`config.mk`:
```
export PLATFORM = sky130hd
export DESIGN_NAME = pllrf_dividers
export DESIGN_NICKNAME = d
export VERILOG_FILES = /design/src/pllrf_pkg.sv /design/src/pllrf_edge_sync.sv /design/src/pllrf_counter.sv /design/src/pllrf_dividers.sv
export SDC_FILE = /design/constraint.sdc
export NUM_CORES = 1
export LEC_CHECK = 0
export BUFFER_PORTS_ARGS = -buffer_cell sky130_fd_sc_hd__clkbuf_2
export CORE_MARGIN = 1
export CORE_UTILIZATION = 35
export CTS_CLUSTER_DIAMETER = 60
export DETAILED_ROUTE_END_ITERATION = 8
export HOLD_SLACK_MARGIN = 0.1
export PLACE_DENSITY = 0.5
export SETUP_SLACK_MARGIN = 0.2
export SLEW_MARGIN = 20
export SYNTH_ARGS = -nofsm -noshare
export SYNTH_HDL_FRONTEND = slang
export SYNTH_SLANG_ARGS = --single-unit
export TNS_END_PERCENT = 5
```
`constraint.sdc`:
```
create_clock -name clk_sys -period 3.8 [get_ports clk_sys]
set_clock_uncertainty 0.2 [all_clocks]
set_input_delay 0.38 -clock clk_sys [delete_from_list [all_inputs] [get_ports clk_sys]]
set_output_delay 0.38 -clock clk_sys [all_outputs]
set_load 0.02 [all_outputs]
```
`src/pllrf_pkg.sv`:
```
package pllrf_pkg;

  // data path widths
  localparam int BUS_AW = 8;
  localparam int BUS_DW = 8;
  localparam int R_W    = 14;
  localparam int A_W    = 6;
  localparam int B_W    = 13;
  localparam int PRES_W = 3;
  localparam int PS_W   = 6;

  // register offsets
  localparam logic [7:0] OFF_A_COUNT  = 8'h04;
  localparam logic [7:0] OFF_B_UPPER  = 8'h05;
  localparam logic [7:0] OFF_B_LOWER  = 8'h06;
  localparam logic [7:0] OFF_STATUS   = 8'h07;
  localparam logic [7:0] OFF_CNT_RST  = 8'h09;
  localparam logic [7:0] OFF_PRESCALE = 8'h0A;
  localparam logic [7:0] OFF_R_UPPER  = 8'h0B;
  localparam logic [7:0] OFF_R_LOWER  = 8'h0C;
  localparam logic [7:0] OFF_IN_SEL   = 8'h45;

  // field positions
  localparam int CNT_RST_ALL_BIT = 0;
  localparam int CNT_RST_AB_BIT  = 1;
  localparam int PRES_LSB        = 2;
  localparam int PRES_MSB        = 4;
  localparam int B_BYPASS_BIT    = 6;
  localparam int IN_SEL_BIT      = 0;

  // reset values
  localparam logic [R_W-1:0]    RST_R_DIV   = 14'h0000;
  localparam logic [A_W-1:0]    RST_A_COUNT = 6'h00;
  localparam logic [B_W-1:0]    RST_B_COUNT = 13'h0000;
  localparam logic [PRES_W-1:0] RST_PRES    = 3'h0;
  localparam logic              RST_BYPASS  = 1'h0;
  localparam logic [1:0]        RST_CNT_RST = 2'h0;
  localparam logic              RST_IN_SEL  = 1'h1;

  // prescaler field encodings
  localparam logic [PRES_W-1:0] PRES_FD1  = 3'h0;
  localparam logic [PRES_W-1:0] PRES_FD2  = 3'h1;
  localparam logic [PRES_W-1:0] PRES_DM2  = 3'h2;
  localparam logic [PRES_W-1:0] PRES_DM4  = 3'h3;
  localparam logic [PRES_W-1:0] PRES_DM8  = 3'h4;
  localparam logic [PRES_W-1:0] PRES_DM16 = 3'h5;
  localparam logic [PRES_W-1:0] PRES_DM32 = 3'h6;
  localparam logic [PRES_W-1:0] PRES_FD3  = 3'h7;

  typedef struct packed {
    logic              wr;
    logic              rd;
    logic [BUS_AW-1:0] addr;
    logic [BUS_DW-1:0] wdata;
  } pllrf_bus_req_t;

endpackage

```
`src/pllrf_edge_sync.sv`:
```
`timescale 1ns/1ps
module pllrf_edge_sync
  import pllrf_pkg::*;
(
  // clock and reset
  input  wire logic clk_sys,
  input  wire logic rst_n,
  // pin side
  input  wire logic pinIn,
  // synchronised side
  output logic      level,
  output logic      rise
);

  logic stage1_q;
  logic stage2_q;
  logic stage3_q;

  // stage1 feeds stage2 only; edges are judged on the settled stages
  always_ff @(posedge clk_sys)
  begin
    if (!rst_n)
    begin
      stage1_q <= 1'b0;
      stage2_q <= 1'b0;
      stage3_q <= 1'b0;
    end
    else
    begin
      stage1_q <= pinIn;
      stage2_q <= stage1_q;
      stage3_q <= stage2_q;
    end
  end

  assign level = stage2_q;
  assign rise  = stage2_q & ~stage3_q;

endmodule

```
`src/pllrf_counter.sv`:
```
`timescale 1ns/1ps
module pllrf_counter
  import pllrf_pkg::*;
#(
  parameter int W = 14
)
(
  // clock and reset
  input  wire logic         clk_sys,
  input  wire logic         rst_n,
  // count control
  input  wire logic         tick,
  input  wire logic         clr,
  input  wire logic [W-1:0] divVal,
  // results
  output logic              wrapNow,
  output logic              pulseOut,
  output logic [W-1:0]      curVal
);

  logic [W-1:0] cnt_q;
  logic [W-1:0] cur_q;
  logic         pulse_q;
  logic         atTerm;

  // a period value of zero behaves as one
  assign atTerm  = (cur_q == '0) || (cnt_q >= cur_q - W'(1));
  assign wrapNow = tick && atTerm && !clr;

  // new divide value is latched at a period boundary or while clr is held
  always_ff @(posedge clk_sys)
  begin
    if (!rst_n)
    begin
      cnt_q   <= '0;
      cur_q   <= '0;
      pulse_q <= 1'b0;
    end
    else
    begin
      pulse_q <= wrapNow;
      if (clr)
      begin
        cnt_q <= '0;
        cur_q <= divVal;
      end
      else if (tick)
      begin
        cnt_q <= atTerm ? '0 : cnt_q + W'(1);
        cur_q <= atTerm ? divVal : cur_q;
      end
    end
  end

  assign pulseOut = pulse_q;
  assign curVal   = cur_q;

endmodule

```
`src/pllrf_dividers.sv`:
```
`timescale 1ns/1ps
// Summary of operation
// - reference input divided by 14-bit value 1..16383; zero divides by one
// - reference divider output feeds one phase detector input
// - reference value split: upper six bits at 0x0B, lower eight at 0x0C
// - feedback divider: 3-bit prescaler select, 6-bit A, 13-bit B counter
// - prescaler codes: fixed 1,2,3 and dual-modulus 2/3 up to 32/33
// - fixed-divide prescaler ignores A; B may need bypass
// - B bypass divides by one, honoured only with fixed-divide prescaler
// - bit 6 of prescaler register set to one bypasses B
// - B resets to zero, invalid; software must reprogram after reset
// - separate reset control for A and B counters, mainly for test
// - bit 0 of counter reset register clears R, A and B together
// - only feedback clock input drives feedback divider
// - distribution takes auxiliary input by default, feedback input when bit cleared
// - detector compares R output with feedback output, ratio B times P plus A
module pllrf_dividers
  import pllrf_pkg::*;
(
  // clock and reset
  input  wire logic           clk_sys,
  input  wire logic           rst_n,
  // register port
  input  wire pllrf_bus_req_t busReq,
  output logic [BUS_DW-1:0]   rdData,
  // clock pins
  input  wire logic           refClkIn,
  input  wire logic           fbClkIn,
  input  wire logic           auxClkIn,
  // divider and detector results
  output logic                refDivOut,
  output logic                fbDivOut,
  output logic                pfdUp,
  output logic                pfdDown,
  output logic                distClkOut
);

  // prescaler modulus for a select code; upper picks P+1 in dual-modulus
  function automatic logic [PS_W-1:0] presModulus(input logic [PRES_W-1:0] sel,
                                                  input logic upper);
    logic [PS_W-1:0] m;
    m = 6'h01;
    case (sel)
      PRES_FD1:  m = 6'h01;
      PRES_FD2:  m = 6'h02;
      PRES_FD3:  m = 6'h03;
      PRES_DM2:  m = upper ? 6'h03 : 6'h02;
      PRES_DM4:  m = upper ? 6'h05 : 6'h04;
      PRES_DM8:  m = upper ? 6'h09 : 6'h08;
      PRES_DM16: m = upper ? 6'h11 : 6'h10;
      PRES_DM32: m = upper ? 6'h21 : 6'h20;
      default:   m = 6'h01;
    endcase
    return m;
  endfunction

  function automatic logic presFixed(input logic [PRES_W-1:0] sel);
    return (sel == PRES_FD1) || (sel == PRES_FD2) || (sel == PRES_FD3);
  endfunction

  // control registers
  logic [A_W-1:0]    regA_q;
  logic [B_W-1:0]    regB_q;
  logic [R_W-1:0]    regR_q;
  logic [PRES_W-1:0] presSel_q;
  logic              bBypass_q;
  logic [1:0]        cntRst_q;
  logic              inSel_q;
  logic [BUS_DW-1:0] rdData_q;

  // datapath state
  logic [PS_W-1:0]   psCnt_q;
  logic [A_W-1:0]    aRem_q;
  logic              fbPulse_q;
  logic              pfdUp_q;
  logic              pfdDown_q;
  logic              distClk_q;

  // synchronised pins
  logic refLvl;
  logic refTick;
  logic fbLvl;
  logic fbTick;
  logic auxLvl;
  logic auxTick;

  pllrf_edge_sync u_refSync (
    .clk_sys (clk_sys),
    .rst_n   (rst_n),
    .pinIn   (refClkIn),
    .level   (refLvl),
    .rise    (refTick)
  );

  pllrf_edge_sync u_fbSync (
    .clk_sys (clk_sys),
    .rst_n   (rst_n),
    .pinIn   (fbClkIn),
    .level   (fbLvl),
    .rise    (fbTick)
  );

  pllrf_edge_sync u_auxSync (
    .clk_sys (clk_sys),
    .rst_n   (rst_n),
    .pinIn   (auxClkIn),
    .level   (auxLvl),
    .rise    ()
  );

  // write decode
  wire wrA     = busReq.wr && (busReq.addr == OFF_A_COUNT);
  wire wrBHi   = busReq.wr && (busReq.addr == OFF_B_UPPER);
  wire wrBLo   = busReq.wr && (busReq.addr == OFF_B_LOWER);
  wire wrCnt   = busReq.wr && (busReq.addr == OFF_CNT_RST);
  wire wrPres  = busReq.wr && (busReq.addr == OFF_PRESCALE);
  wire wrRHi   = busReq.wr && (busReq.addr == OFF_R_UPPER);
  wire wrRLo   = busReq.wr && (busReq.addr == OFF_R_LOWER);
  wire wrInSel = busReq.wr && (busReq.addr == OFF_IN_SEL);

  // counter resets are levels held for as long as the bits stay set
  wire allRst = cntRst_q[CNT_RST_ALL_BIT];
  wire abRst  = allRst | cntRst_q[CNT_RST_AB_BIT];

  // feedback chain state
  wire             fixedMode    = presFixed(presSel_q);
  wire             bypassActive = bBypass_q && fixedMode;
  wire             useUpper     = !fixedMode && (aRem_q != 6'h00);
  wire [PS_W-1:0]  psMod        = presModulus(presSel_q, useUpper);
  wire             psWrap       = fbTick && !abRst && (psCnt_q >= psMod - 6'h01);
  wire             bWrap;
  wire [B_W-1:0]   bCur;
  wire [R_W-1:0]   refCur;
  wire             refWrap;
  wire             refPulse;

  // reference divider
  pllrf_counter #(.W(R_W)) u_refDiv (
    .clk_sys  (clk_sys),
    .rst_n    (rst_n),
    .tick     (refTick),
    .clr      (allRst),
    .divVal   (regR_q),
    .wrapNow  (refWrap),
    .pulseOut (refPulse),
    .curVal   (refCur)
  );

  // B counter, ticked by prescaler output
  pllrf_counter #(.W(B_W)) u_bDiv (
    .clk_sys  (clk_sys),
    .rst_n    (rst_n),
    .tick     (psWrap),
    .clr      (abRst),
    .divVal   (regB_q),
    .wrapNow  (bWrap),
    .pulseOut (),
    .curVal   (bCur)
  );

  // prescaler and A counter
  always_ff @(posedge clk_sys)
  begin
    if (!rst_n || abRst)
    begin
      psCnt_q <= '0;
      aRem_q  <= '0;
    end
    else if (fbTick)
    begin
      psCnt_q <= psWrap ? '0 : psCnt_q + 6'h01;
      if (psWrap)
        aRem_q <= bWrap ? regA_q : (aRem_q != 6'h00 ? aRem_q - 6'h01 : aRem_q);
    end
  end

  // feedback output: prescaler alone when bypassed, else B terminal count
  always_ff @(posedge clk_sys)
  begin
    if (!rst_n)
      fbPulse_q <= 1'b0;
    else
      fbPulse_q <= bypassActive ? psWrap : bWrap;
  end

  // phase/frequency detector; both flags set means coincidence, so both drop
  wire upNext = pfdUp_q | refPulse;
  wire dnNext = pfdDown_q | fbPulse_q;
  always_ff @(posedge clk_sys)
  begin
    if (!rst_n || (upNext && dnNext))
    begin
      pfdUp_q   <= 1'b0;
      pfdDown_q <= 1'b0;
    end
    else
    begin
      pfdUp_q   <= upNext;
      pfdDown_q <= dnNext;
    end
  end

  // distribution mux; a sampled copy only, so fine edge timing is lost here
  always_ff @(posedge clk_sys)
  begin
    if (!rst_n)
      distClk_q <= 1'b0;
    else
      distClk_q <= inSel_q ? auxLvl : fbLvl;
  end

  // register writes
  always_ff @(posedge clk_sys)
  begin
    if (!rst_n)
    begin
      regA_q    <= RST_A_COUNT;
      regB_q    <= RST_B_COUNT;
      regR_q    <= RST_R_DIV;
      presSel_q <= RST_PRES;
      bBypass_q <= RST_BYPASS;
      cntRst_q  <= RST_CNT_RST;
      inSel_q   <= RST_IN_SEL;
    end
    else
    begin
      if (wrA)     regA_q        <= busReq.wdata[A_W-1:0];
      if (wrBHi)   regB_q[12:8]  <= busReq.wdata[4:0];
      if (wrBLo)   regB_q[7:0]   <= busReq.wdata;
      if (wrRHi)   regR_q[13:8]  <= busReq.wdata[5:0];
      if (wrRLo)   regR_q[7:0]   <= busReq.wdata;
      if (wrCnt)   cntRst_q      <= busReq.wdata[1:0];
      if (wrInSel) inSel_q       <= busReq.wdata[IN_SEL_BIT];
      if (wrPres)
      begin
        presSel_q <= busReq.wdata[PRES_MSB:PRES_LSB];
        bBypass_q <= busReq.wdata[B_BYPASS_BIT];
      end
    end
  end

  // read mux; unmapped offsets read as zero
  wire [BUS_DW-1:0] rdMux =
    (busReq.addr == OFF_A_COUNT)  ? {2'h0, regA_q} :
    (busReq.addr == OFF_B_UPPER)  ? {3'h0, regB_q[12:8]} :
    (busReq.addr == OFF_B_LOWER)  ? regB_q[7:0] :
    (busReq.addr == OFF_STATUS)   ? {4'h0, bypassActive, fixedMode, pfdDown_q, pfdUp_q} :
    (busReq.addr == OFF_CNT_RST)  ? {6'h00, cntRst_q} :
    (busReq.addr == OFF_PRESCALE) ? {1'h0, bBypass_q, 1'h0, presSel_q, 2'h0} :
    (busReq.addr == OFF_R_UPPER)  ? {2'h0, regR_q[13:8]} :
    (busReq.addr == OFF_R_LOWER)  ? regR_q[7:0] :
    (busReq.addr == OFF_IN_SEL)   ? {7'h00, inSel_q} :
    8'h00;

  always_ff @(posedge clk_sys)
  begin
    if (!rst_n)
      rdData_q <= 8'h00;
    else
      rdData_q <= busReq.rd ? rdMux : 8'h00;
  end

  assign rdData     = rdData_q;
  assign refDivOut  = refPulse;
  assign fbDivOut   = fbPulse_q;
  assign pfdUp      = pfdUp_q;
  assign pfdDown    = pfdDown_q;
  assign distClkOut = distClk_q;

  // checks
  property p_refZero;
    @(posedge clk_sys) disable iff (!rst_n)
    (refTick && !allRst && refCur == 14'h0000) |=> refDivOut;
  endproperty
  a_refZero: assert property (p_refZero) else $error("zero R did not divide by one");

  property p_pfdUp;
    @(posedge clk_sys) disable iff (!rst_n)
    (refDivOut && !fbDivOut && !pfdDown_q) |=> (pfdUp_q && !pfdDown_q);
  endproperty
  a_pfdUp: assert property (p_pfdUp) else $error("ref pulse did not raise up flag");

  property p_rUpper;
    @(posedge clk_sys) disable iff (!rst_n)
    (busReq.wr && busReq.addr == OFF_R_UPPER) |=> (regR_q[13:8] == $past(busReq.wdata[5:0]));
  endproperty
  a_rUpper: assert property (p_rUpper) else $error("R upper bits not stored");

  property p_fd1;
    @(posedge clk_sys) disable iff (!rst_n)
    (fbTick && !abRst && presSel_q == PRES_FD1) |-> psWrap;
  endproperty
  a_fd1: assert property (p_fd1) else $error("fixed divide by one missed an edge");

  property p_fixedIgnoresA;
    @(posedge clk_sys) disable iff (!rst_n)
    (presSel_q == PRES_FD3) |-> (psMod == 6'h03);
  endproperty
  a_fixedIgnoresA: assert property (p_fixedIgnoresA) else $error("A altered fixed divide");

  property p_bypassOut;
    @(posedge clk_sys) disable iff (!rst_n)
    (bypassActive && psWrap) |=> fbDivOut;
  endproperty
  a_bypassOut: assert property (p_bypassOut) else $error("bypassed B did not pass prescaler");

  property p_noBypassDm;
    @(posedge clk_sys) disable iff (!rst_n)
    (!fixedMode && !bWrap) |=> !fbDivOut;
  endproperty
  a_noBypassDm: assert property (p_noBypassDm) else $error("bypass honoured in dual-modulus");

  property p_bypassBit;
    @(posedge clk_sys) disable iff (!rst_n)
    (busReq.wr && busReq.addr == OFF_PRESCALE) |=> (bBypass_q == $past(busReq.wdata[6]));
  endproperty
  a_bypassBit: assert property (p_bypassBit) else $error("bypass bit not stored");

  property p_bReset;
    @(posedge clk_sys) disable iff (!rst_n)
    $rose(rst_n) |-> (regB_q == 13'h0000);
  endproperty
  a_bReset: assert property (p_bReset) else $error("B not zero after reset");

  property p_commonReset;
    @(posedge clk_sys) disable iff (!rst_n)
    allRst |=> (!refDivOut && !fbDivOut);
  endproperty
  a_commonReset: assert property (p_commonReset) else $error("counters ran under reset");

  property p_distFb;
    @(posedge clk_sys) disable iff (!rst_n)
    !inSel_q |=> (distClkOut == $past(fbLvl));
  endproperty
  a_distFb: assert property (p_distFb) else $error("feedback input not distributed");

  property p_dmUpper;
    @(posedge clk_sys) disable iff (!rst_n)
    (presSel_q == PRES_DM4) |-> (psMod == ((aRem_q != 6'h00) ? 6'h05 : 6'h04));
  endproperty
  a_dmUpper: assert property (p_dmUpper) else $error("wrong dual-modulus selection");

  property p_readBack;
    @(posedge clk_sys) disable iff (!rst_n)
    (busReq.rd && busReq.addr == OFF_R_LOWER) |=> (rdData == $past(regR_q[7:0]));
  endproperty
  a_readBack: assert property (p_readBack) else $error("R lower read back wrong");

endmodule

```
* Word level (Yosys, flattened, before mapping)
Index checks and enable logic that the tools add are counted.
** Word-level totals
- Output and inout bits :: 13
- Bits of input ports :: 23
- Word-level logic and storage cells :: 136
- Memories :: 0
- Bits in latches :: 0
- Register bits :: 127
- Bits in read-only memories :: 0
- RAM bits :: 0
** Cells by class
- Reduce and logical (&&, ||, !) cells :: 43
- Shift-type cells :: 0
- Order comparisons :: 3
- Bitwise logic cells :: 9
- Add/subtract/negate cells :: 7
- Divide/modulo/power cells :: 0
- Multipliers :: 0
- Muxes and demuxes :: 28
- Equal/unequal tests :: 16
** Operator list (number)
- two-way mux 14 bit :: 4
- two-way mux 13 bit :: 4
- two-way mux 8 bit :: 6
- one-hot mux 6 bit (8 select lines) :: 1
- == test 8 x 3 -> 1 bit, second input constant :: 4
- == test 8 x 4 -> 1 bit, second input constant :: 4
- two-way mux 6 bit :: 5
- logical AND 1 bit :: 17
- adder 14 x 1 -> 14 bit, second input constant :: 1
- greater-or-equal comparator 14 bit :: 1
- logical NOT 14 bit :: 1
- subtractor 14 x 1 -> 14 bit, second input constant :: 1
- adder 13 x 1 -> 13 bit, second input constant :: 1
- greater-or-equal comparator 13 bit :: 1
- logical NOT 13 bit :: 1
- subtractor 13 x 1 -> 13 bit, second input constant :: 1
- == test 3 bit, second input constant :: 4
- subtractor 6 x 1 -> 6 bit, second input constant :: 2
- nonzero test 2 bit :: 5
- == test 8 x 7 -> 1 bit, second input constant :: 1
- two-way mux 1 bit :: 8
- adder 6 x 1 -> 6 bit, second input constant :: 1
- == test 3 x 2 -> 1 bit, second input constant :: 2
- greater-or-equal comparator 6 bit :: 1
- other kinds (12) :: 29

* Longest topological paths before layout
- Depth in word-level cells :: 14
- Mapped depth :: 20
- Gate-level depth less buffers :: 17

* Cells and area by module
A second synthesis with hierarchy kept.
** Second synthesis, totals
- Cell total of the unflattened synthesis :: 815
- Area total of the unflattened synthesis :: 7145.6 sq um
** By module, submodules not included
- pllrf_dividers :: instances 1, cells an instance 380, area an instance 3329.4 sq um, seq. area each 1281.2 sq um
- pllrf_counter (u_refDiv) :: instances 1, cells an instance 219, area an instance 1850.5 sq um, seq. area each 580.6 sq um
- pllrf_counter (u_bDiv) :: instances 1, cells an instance 195, area an instance 1687.9 sq um, seq. area each 540.5 sq um
- pllrf_edge_sync :: instances 3, cells an instance 7, area an instance 92.6 sq um, seq. area each 60.1 sq um

* Least setup slack after synthesis
No wires, ideal clock.
- Kind :: register to register
- Start :: reg aRem_q[2]
- End :: reg aRem_q[0]
- Data required time :: 3.465 ns
- Setup time :: 0.135 ns
- Cell stages (with the launch flop) :: 19
- Path buffers :: 3
- Arrival :: 3.377 ns
- Setup slack :: 0.088 ns
- Period minus slack after synthesis :: 3.712 ns
- Path through :: dfxtp_1 nor3_1 and3b_1 clkbuf_1 nand2_1 a221oi_1 ha_1 nand2_1 nand2_1 a21oi_1 ha_1 o211a_1 and3_1 a21o_1 clkbuf_1 buf_1 nor3_1 a41oi_1 o211ai_1
** On the way
- Word-level cells in the longest chain between the ends :: 11
- Elaborated cells between the ends (all ways) :: 16
- Those cells by class :: add/sub (1); order compare (1); mux (7); reduce/logical (7)
** RTL lines
- start: declaration :: RTL line pllrf_dividers.sv:73 : logic [A_W-1:0] aRem_q;
- start signal: assignment :: RTL line pllrf_dividers.sv:173 : aRem_q <= bWrap ? regA_q : (aRem_q != 6'h00 ? aRem_q - 6'h01 : aRem_q);
- nonzero test 6 bit (*) :: RTL line pllrf_dividers.sv:128, pllrf_dividers.sv:173
- logical AND 1 bit :: RTL line pllrf_dividers.sv:128 : wire useUpper = !fixedMode && (aRem_q != 6'h00);
- two-way mux 1 bit
- one-hot mux 6 bit (8 select lines) :: RTL line pllrf_dividers.sv:43 : case (sel)
- subtractor 6 x 1 -> 6 bit :: RTL line pllrf_dividers.sv:130 : wire psWrap = fbTick && !abRst && (psCnt_q >= psMod - 6'h01);
- greater-or-equal comparator 6 bit :: RTL line pllrf_dividers.sv:130
- logical AND 1 bit :: RTL line pllrf_dividers.sv:130
- logical AND 1 bit (2 in a row) :: RTL line pllrf_counter.sv:28 : assign wrapNow = tick && atTerm && !clr;
- nonzero test 2 bit (no line)
- AND reduction 3 bit (no line)
Mark *: on every way between the ends. The rest lies on a longest branch, timed or not.
A chain may end at the register's enable or synchronous reset.

* Worst setup path in the final report
- Start :: reg u_bDiv.cur_q[1] (netlist: u_bDiv.curVal[1])
- End :: reg u_bDiv.cur_q[12] (netlist: u_bDiv.curVal[12])
** On the way
- Word-level cells in the longest chain between the ends :: 5
- Elaborated cells between the ends (all ways) :: 6
- Those cells by class :: add/sub (1); order compare (1); reduce/logical (4)
** RTL lines
- start: declaration :: RTL line pllrf_counter.sv:22 : logic [W-1:0] cur_q;
- start signal: assignment :: RTL line pllrf_counter.sv:45 : cur_q <= divVal;
- start signal: assignment :: RTL line pllrf_counter.sv:50 : cur_q <= atTerm ? divVal : cur_q;
- subtractor 13 x 1 -> 13 bit :: RTL line pllrf_counter.sv:27 : assign atTerm = (cur_q == '0) || (cnt_q >= cur_q - W'(1));
- greater-or-equal comparator 13 bit :: RTL line pllrf_counter.sv:27
- logical OR 1 bit (*) :: RTL line pllrf_counter.sv:27
- nonzero test 2 bit (no line) (*)
- AND reduction 2 bit (no line) (*)
Marked as above.

==> impl_metrics.json <==
{
  "outcome": "finished, final reports clean",
  "cp.required_ps": 3930,
  "wire_per_inst_microns": 15.9,
  "synth_flop_cell": "dfxtp_1",
  "dr.pass1.iters": 6,
  "drv_slew": 0,
  "power_density_nw_per_um2": 408,
  "syn_area_sq_um": 6770,
  "cp_top_family": "simple AND/OR/NAND/NOR gates",
  "synth_seq_area_share_pct": 37.5,
  "final_cell_area_sq_um": 8220,
  "drive_above_1_share_pct": 15.9,
  "drc": 0,
  "grt_pass1_vias": 5547,
  "final_cell_mix": "dfxtp_1 (127), nand2_1 (111), nand3_1 (57), nor2_1 (47), ha_1 (39)",
  "num_io_pins": 36,
  "cp_max_fo": 7,
  "cts_root_buffer": "clkbuf_16",
  "post-dp-hpwl_microns": 12900,
  "peakVddDrop_mv": 0.282,
  "vias_per_cell": 5.22,
  "fillers": 1858,
  "critPathBufInv": 2,
  "synth_cell_type_count": 67,
  "die_area_sq_um": 19900,
  "fmax_ghz": 0.286,
  "htreeDepth": 4,
  "setup_tns_ps": 0,
  "antenna_found_initial": 0,
  "crit_type": "register to register",
  "die_x_microns": 141,
  "clkSlewWorstSetupHoldPaths_ps": 60,
  "cts_buffers": 17,
  "tightestPinTransition_ps": 666,
  "crit_cells": 13,
  "cts_sinks": 127,
  "cp-end-kind": "register",
  "die_y_microns": 141,
  "cts_tree": "built",
  "maxCapViolations": 0,
  "cts.path.max_buffers": 2,
  "slew_headroom_pct": 55.3,
  "layout_min_cycle_time_ps": 3500,
  "synth_edf_count": 0,
  "hold_depth": 3,
  "p_leak_nw": 3.31,
  "cp_slowest_stage_delay_ps": 450,
  "synth_nets": 865,
  "crit_slowest_cell": "or4b_4",
  "via_count": 5837,
  "hold_viol": 0,
  "syn_avg_cell_area_sq_um": 8.45,
  "fp-row-count": 50,
  "start_util_pct": 36.0,
  "routed_wl_microns": 17800,
  "path_cells": "inv_1 > ha_4 > or4b_4 > or3_4 > nor2_2 > xnor2_1 > ha_1 > a211oi_2 > o221ai_2 > a21oi_2 > o21a_2 > buf_12 > mux2i_1",
  "synth-seq-cells": 127,
  "core_area_sq_um": 18800,
  "finalCritPeriodShare_pct": 92.1,
  "synthToLayoutAreaGrowth_pct": 21.4,
  "nets": 909,
  "holdCritPathClass": "input pin to register",
  "cp-start-kind": "register",
  "ys_async_sr_fraction_pct": 0,
  "grt_pass1_wl_microns": 28800,
  "arrival_ps": 3630,
  "port_buffers": 35,
  "drt_iter0_markers": 384,
  "rsz0062_at_grt": "yes",
  "ant_nets": 0,
  "gr-usage-all-layers_pct": 18.6,
  "setup_violations": 0,
  "final_core_utilization_pct": 43.7,
  "yosysWarnings": 0,
  "grt_overflow_total": 0,
  "place_area_sq_um": 7280,
  "final_common_cell": "dfxtp_1",
  "gp_congestion": 0.843,
  "worstSkewPairLatency_ps": 420,
  "grt_max_degree": 63,
  "antenna_cells": 0,
  "r2r_cells": 13,
  "syn_inst": 801
}
## cells in the mapped netlist (all sizes together) (3+ instances only)
cell    instances  area, sq um
nor4            6         43.8
xnor2          28          245
nor2           49          184
nor3b           3         22.5
o41ai           3         33.8
a21oi          25          129
and2           15         93.8
nand2         111          417
a31oi           3         25.0
and3           10         62.6
a21boi         29          218
nor2b          20          125
o22ai           3         18.8
xor2           27          236
buf             6         40.0
clkbuf         34          128
mux2i          27          270
mux2            4         45.0
o211ai          3         22.5
ha             41          513
a22oi           6         45.0
or3             7         48.8
nand4          13         81.3
o21ai          31          155
nand2b         11         68.8
o21a            3         22.5
nand3          57          285
dfxtp         127         2540
a22o            3         26.3
a211oi          3         22.5
a221oi          3         26.3
or4             4         30.0
inv            18         67.6
nor3           33          170
## worst paths after layout
path / start / end / slack, ps
worst max-delay path: u_bDiv.curVal[1]$_SDFFE_PN0P_ / u_bDiv.curVal[12]$_SDFFE_PN0P_ / 300
worst min register to register: u_refSync.stage1_q$_SDFF_PN0_ / u_refSync.level$_SDFF_PN0_ / 230
worst min-delay path: busReq[16] / rdData[0]$_SDFF_PN0_ / 150
worst max register to register: u_bDiv.curVal[1]$_SDFFE_PN0P_ / u_bDiv.curVal[12]$_SDFFE_PN0P_ / 300
## cell families after synthesis
family,Yosys count,share of synthesized area (%)
AO/OA/AOI/OAI,138,14.0
flip-flops,127,37.5
multiplexers,31,4.66
AND/OR/NAND/NOR,351,25.6
XOR/XNOR,55,7.11
buffers and inverters,58,3.47
adder cells (fa/ha/maj),41,7.58
## through the flow
stage	instances	setup slack (ps)	hold slack, ps	total power, mW
after global routing	1118	118	145	3.47
after global placement	1076	223	215	1.53
after floorplan	801	184	212	1.48
final	1118	301	145	3.35
after CTS	1114	161	110	3.38
after detailed placement	1076	78.6	219	1.54
## worst min-delay path: stages
cell      delay, ps
clkbuf_2        120
nand2_1         110
a21oi_1          80
## registers in the layout (all words and copies together), names as in the netlist, 2 cells and up
| name | cells |
|---|---|
| regR_q | 14 |
| aRem_q | 6 |
| regA_q | 6 |
| u_refDiv.cnt_q | 14 |
| regB_q | 13 |
| u_refDiv.curVal | 14 |
| rdData | 8 |
| u_bDiv.curVal | 13 |
| u_bDiv.cnt_q | 13 |
| psCnt_q | 6 |
| cntRst_q | 2 |
| presSel_q | 3 |
## power by group
group	internal (mW)	switching, mW	leakage, nW
logic	0.0659	0.104	1.97
registers	1.34	0.00868	1.03
clock network	1.20	0.630	0.320
total	2.61	0.743	3.31
## repair_timing
item / in CTS / in global routing
resized for setup: 2 / 37
endpoints found under the hold margin: 10 / 0
hold buffers: 6 / 0
cloned: 0 / 1
pin swaps: 0 / 10
setup endpoints to repair: 26 / 66
setup buffers: 0 / 3
## layout make-up
class	count	area (sq um)	area share [%]
sequential	127	2540	30.9
clock inverter	13	210	2.56
tap	260	325	3.96
clock buffer	19	453	5.51
inverter	18	67.6	0.822
timing repair buffer	65	462	5.62
multi-input combinational	616	4160	50.6
## metal layers
layer / up-vias / wire length [microns] / global-route usage (%)
li1: 2936 / - / -
met1: 2761 / 9030 / 26.6
met2: 116 / 7720 / 27.5
met3: 24 / 714 / 3.60
met4: 0 / 323 / 6.92
met5: - / 0 / 0
Power figures use the tool's default switching activity.
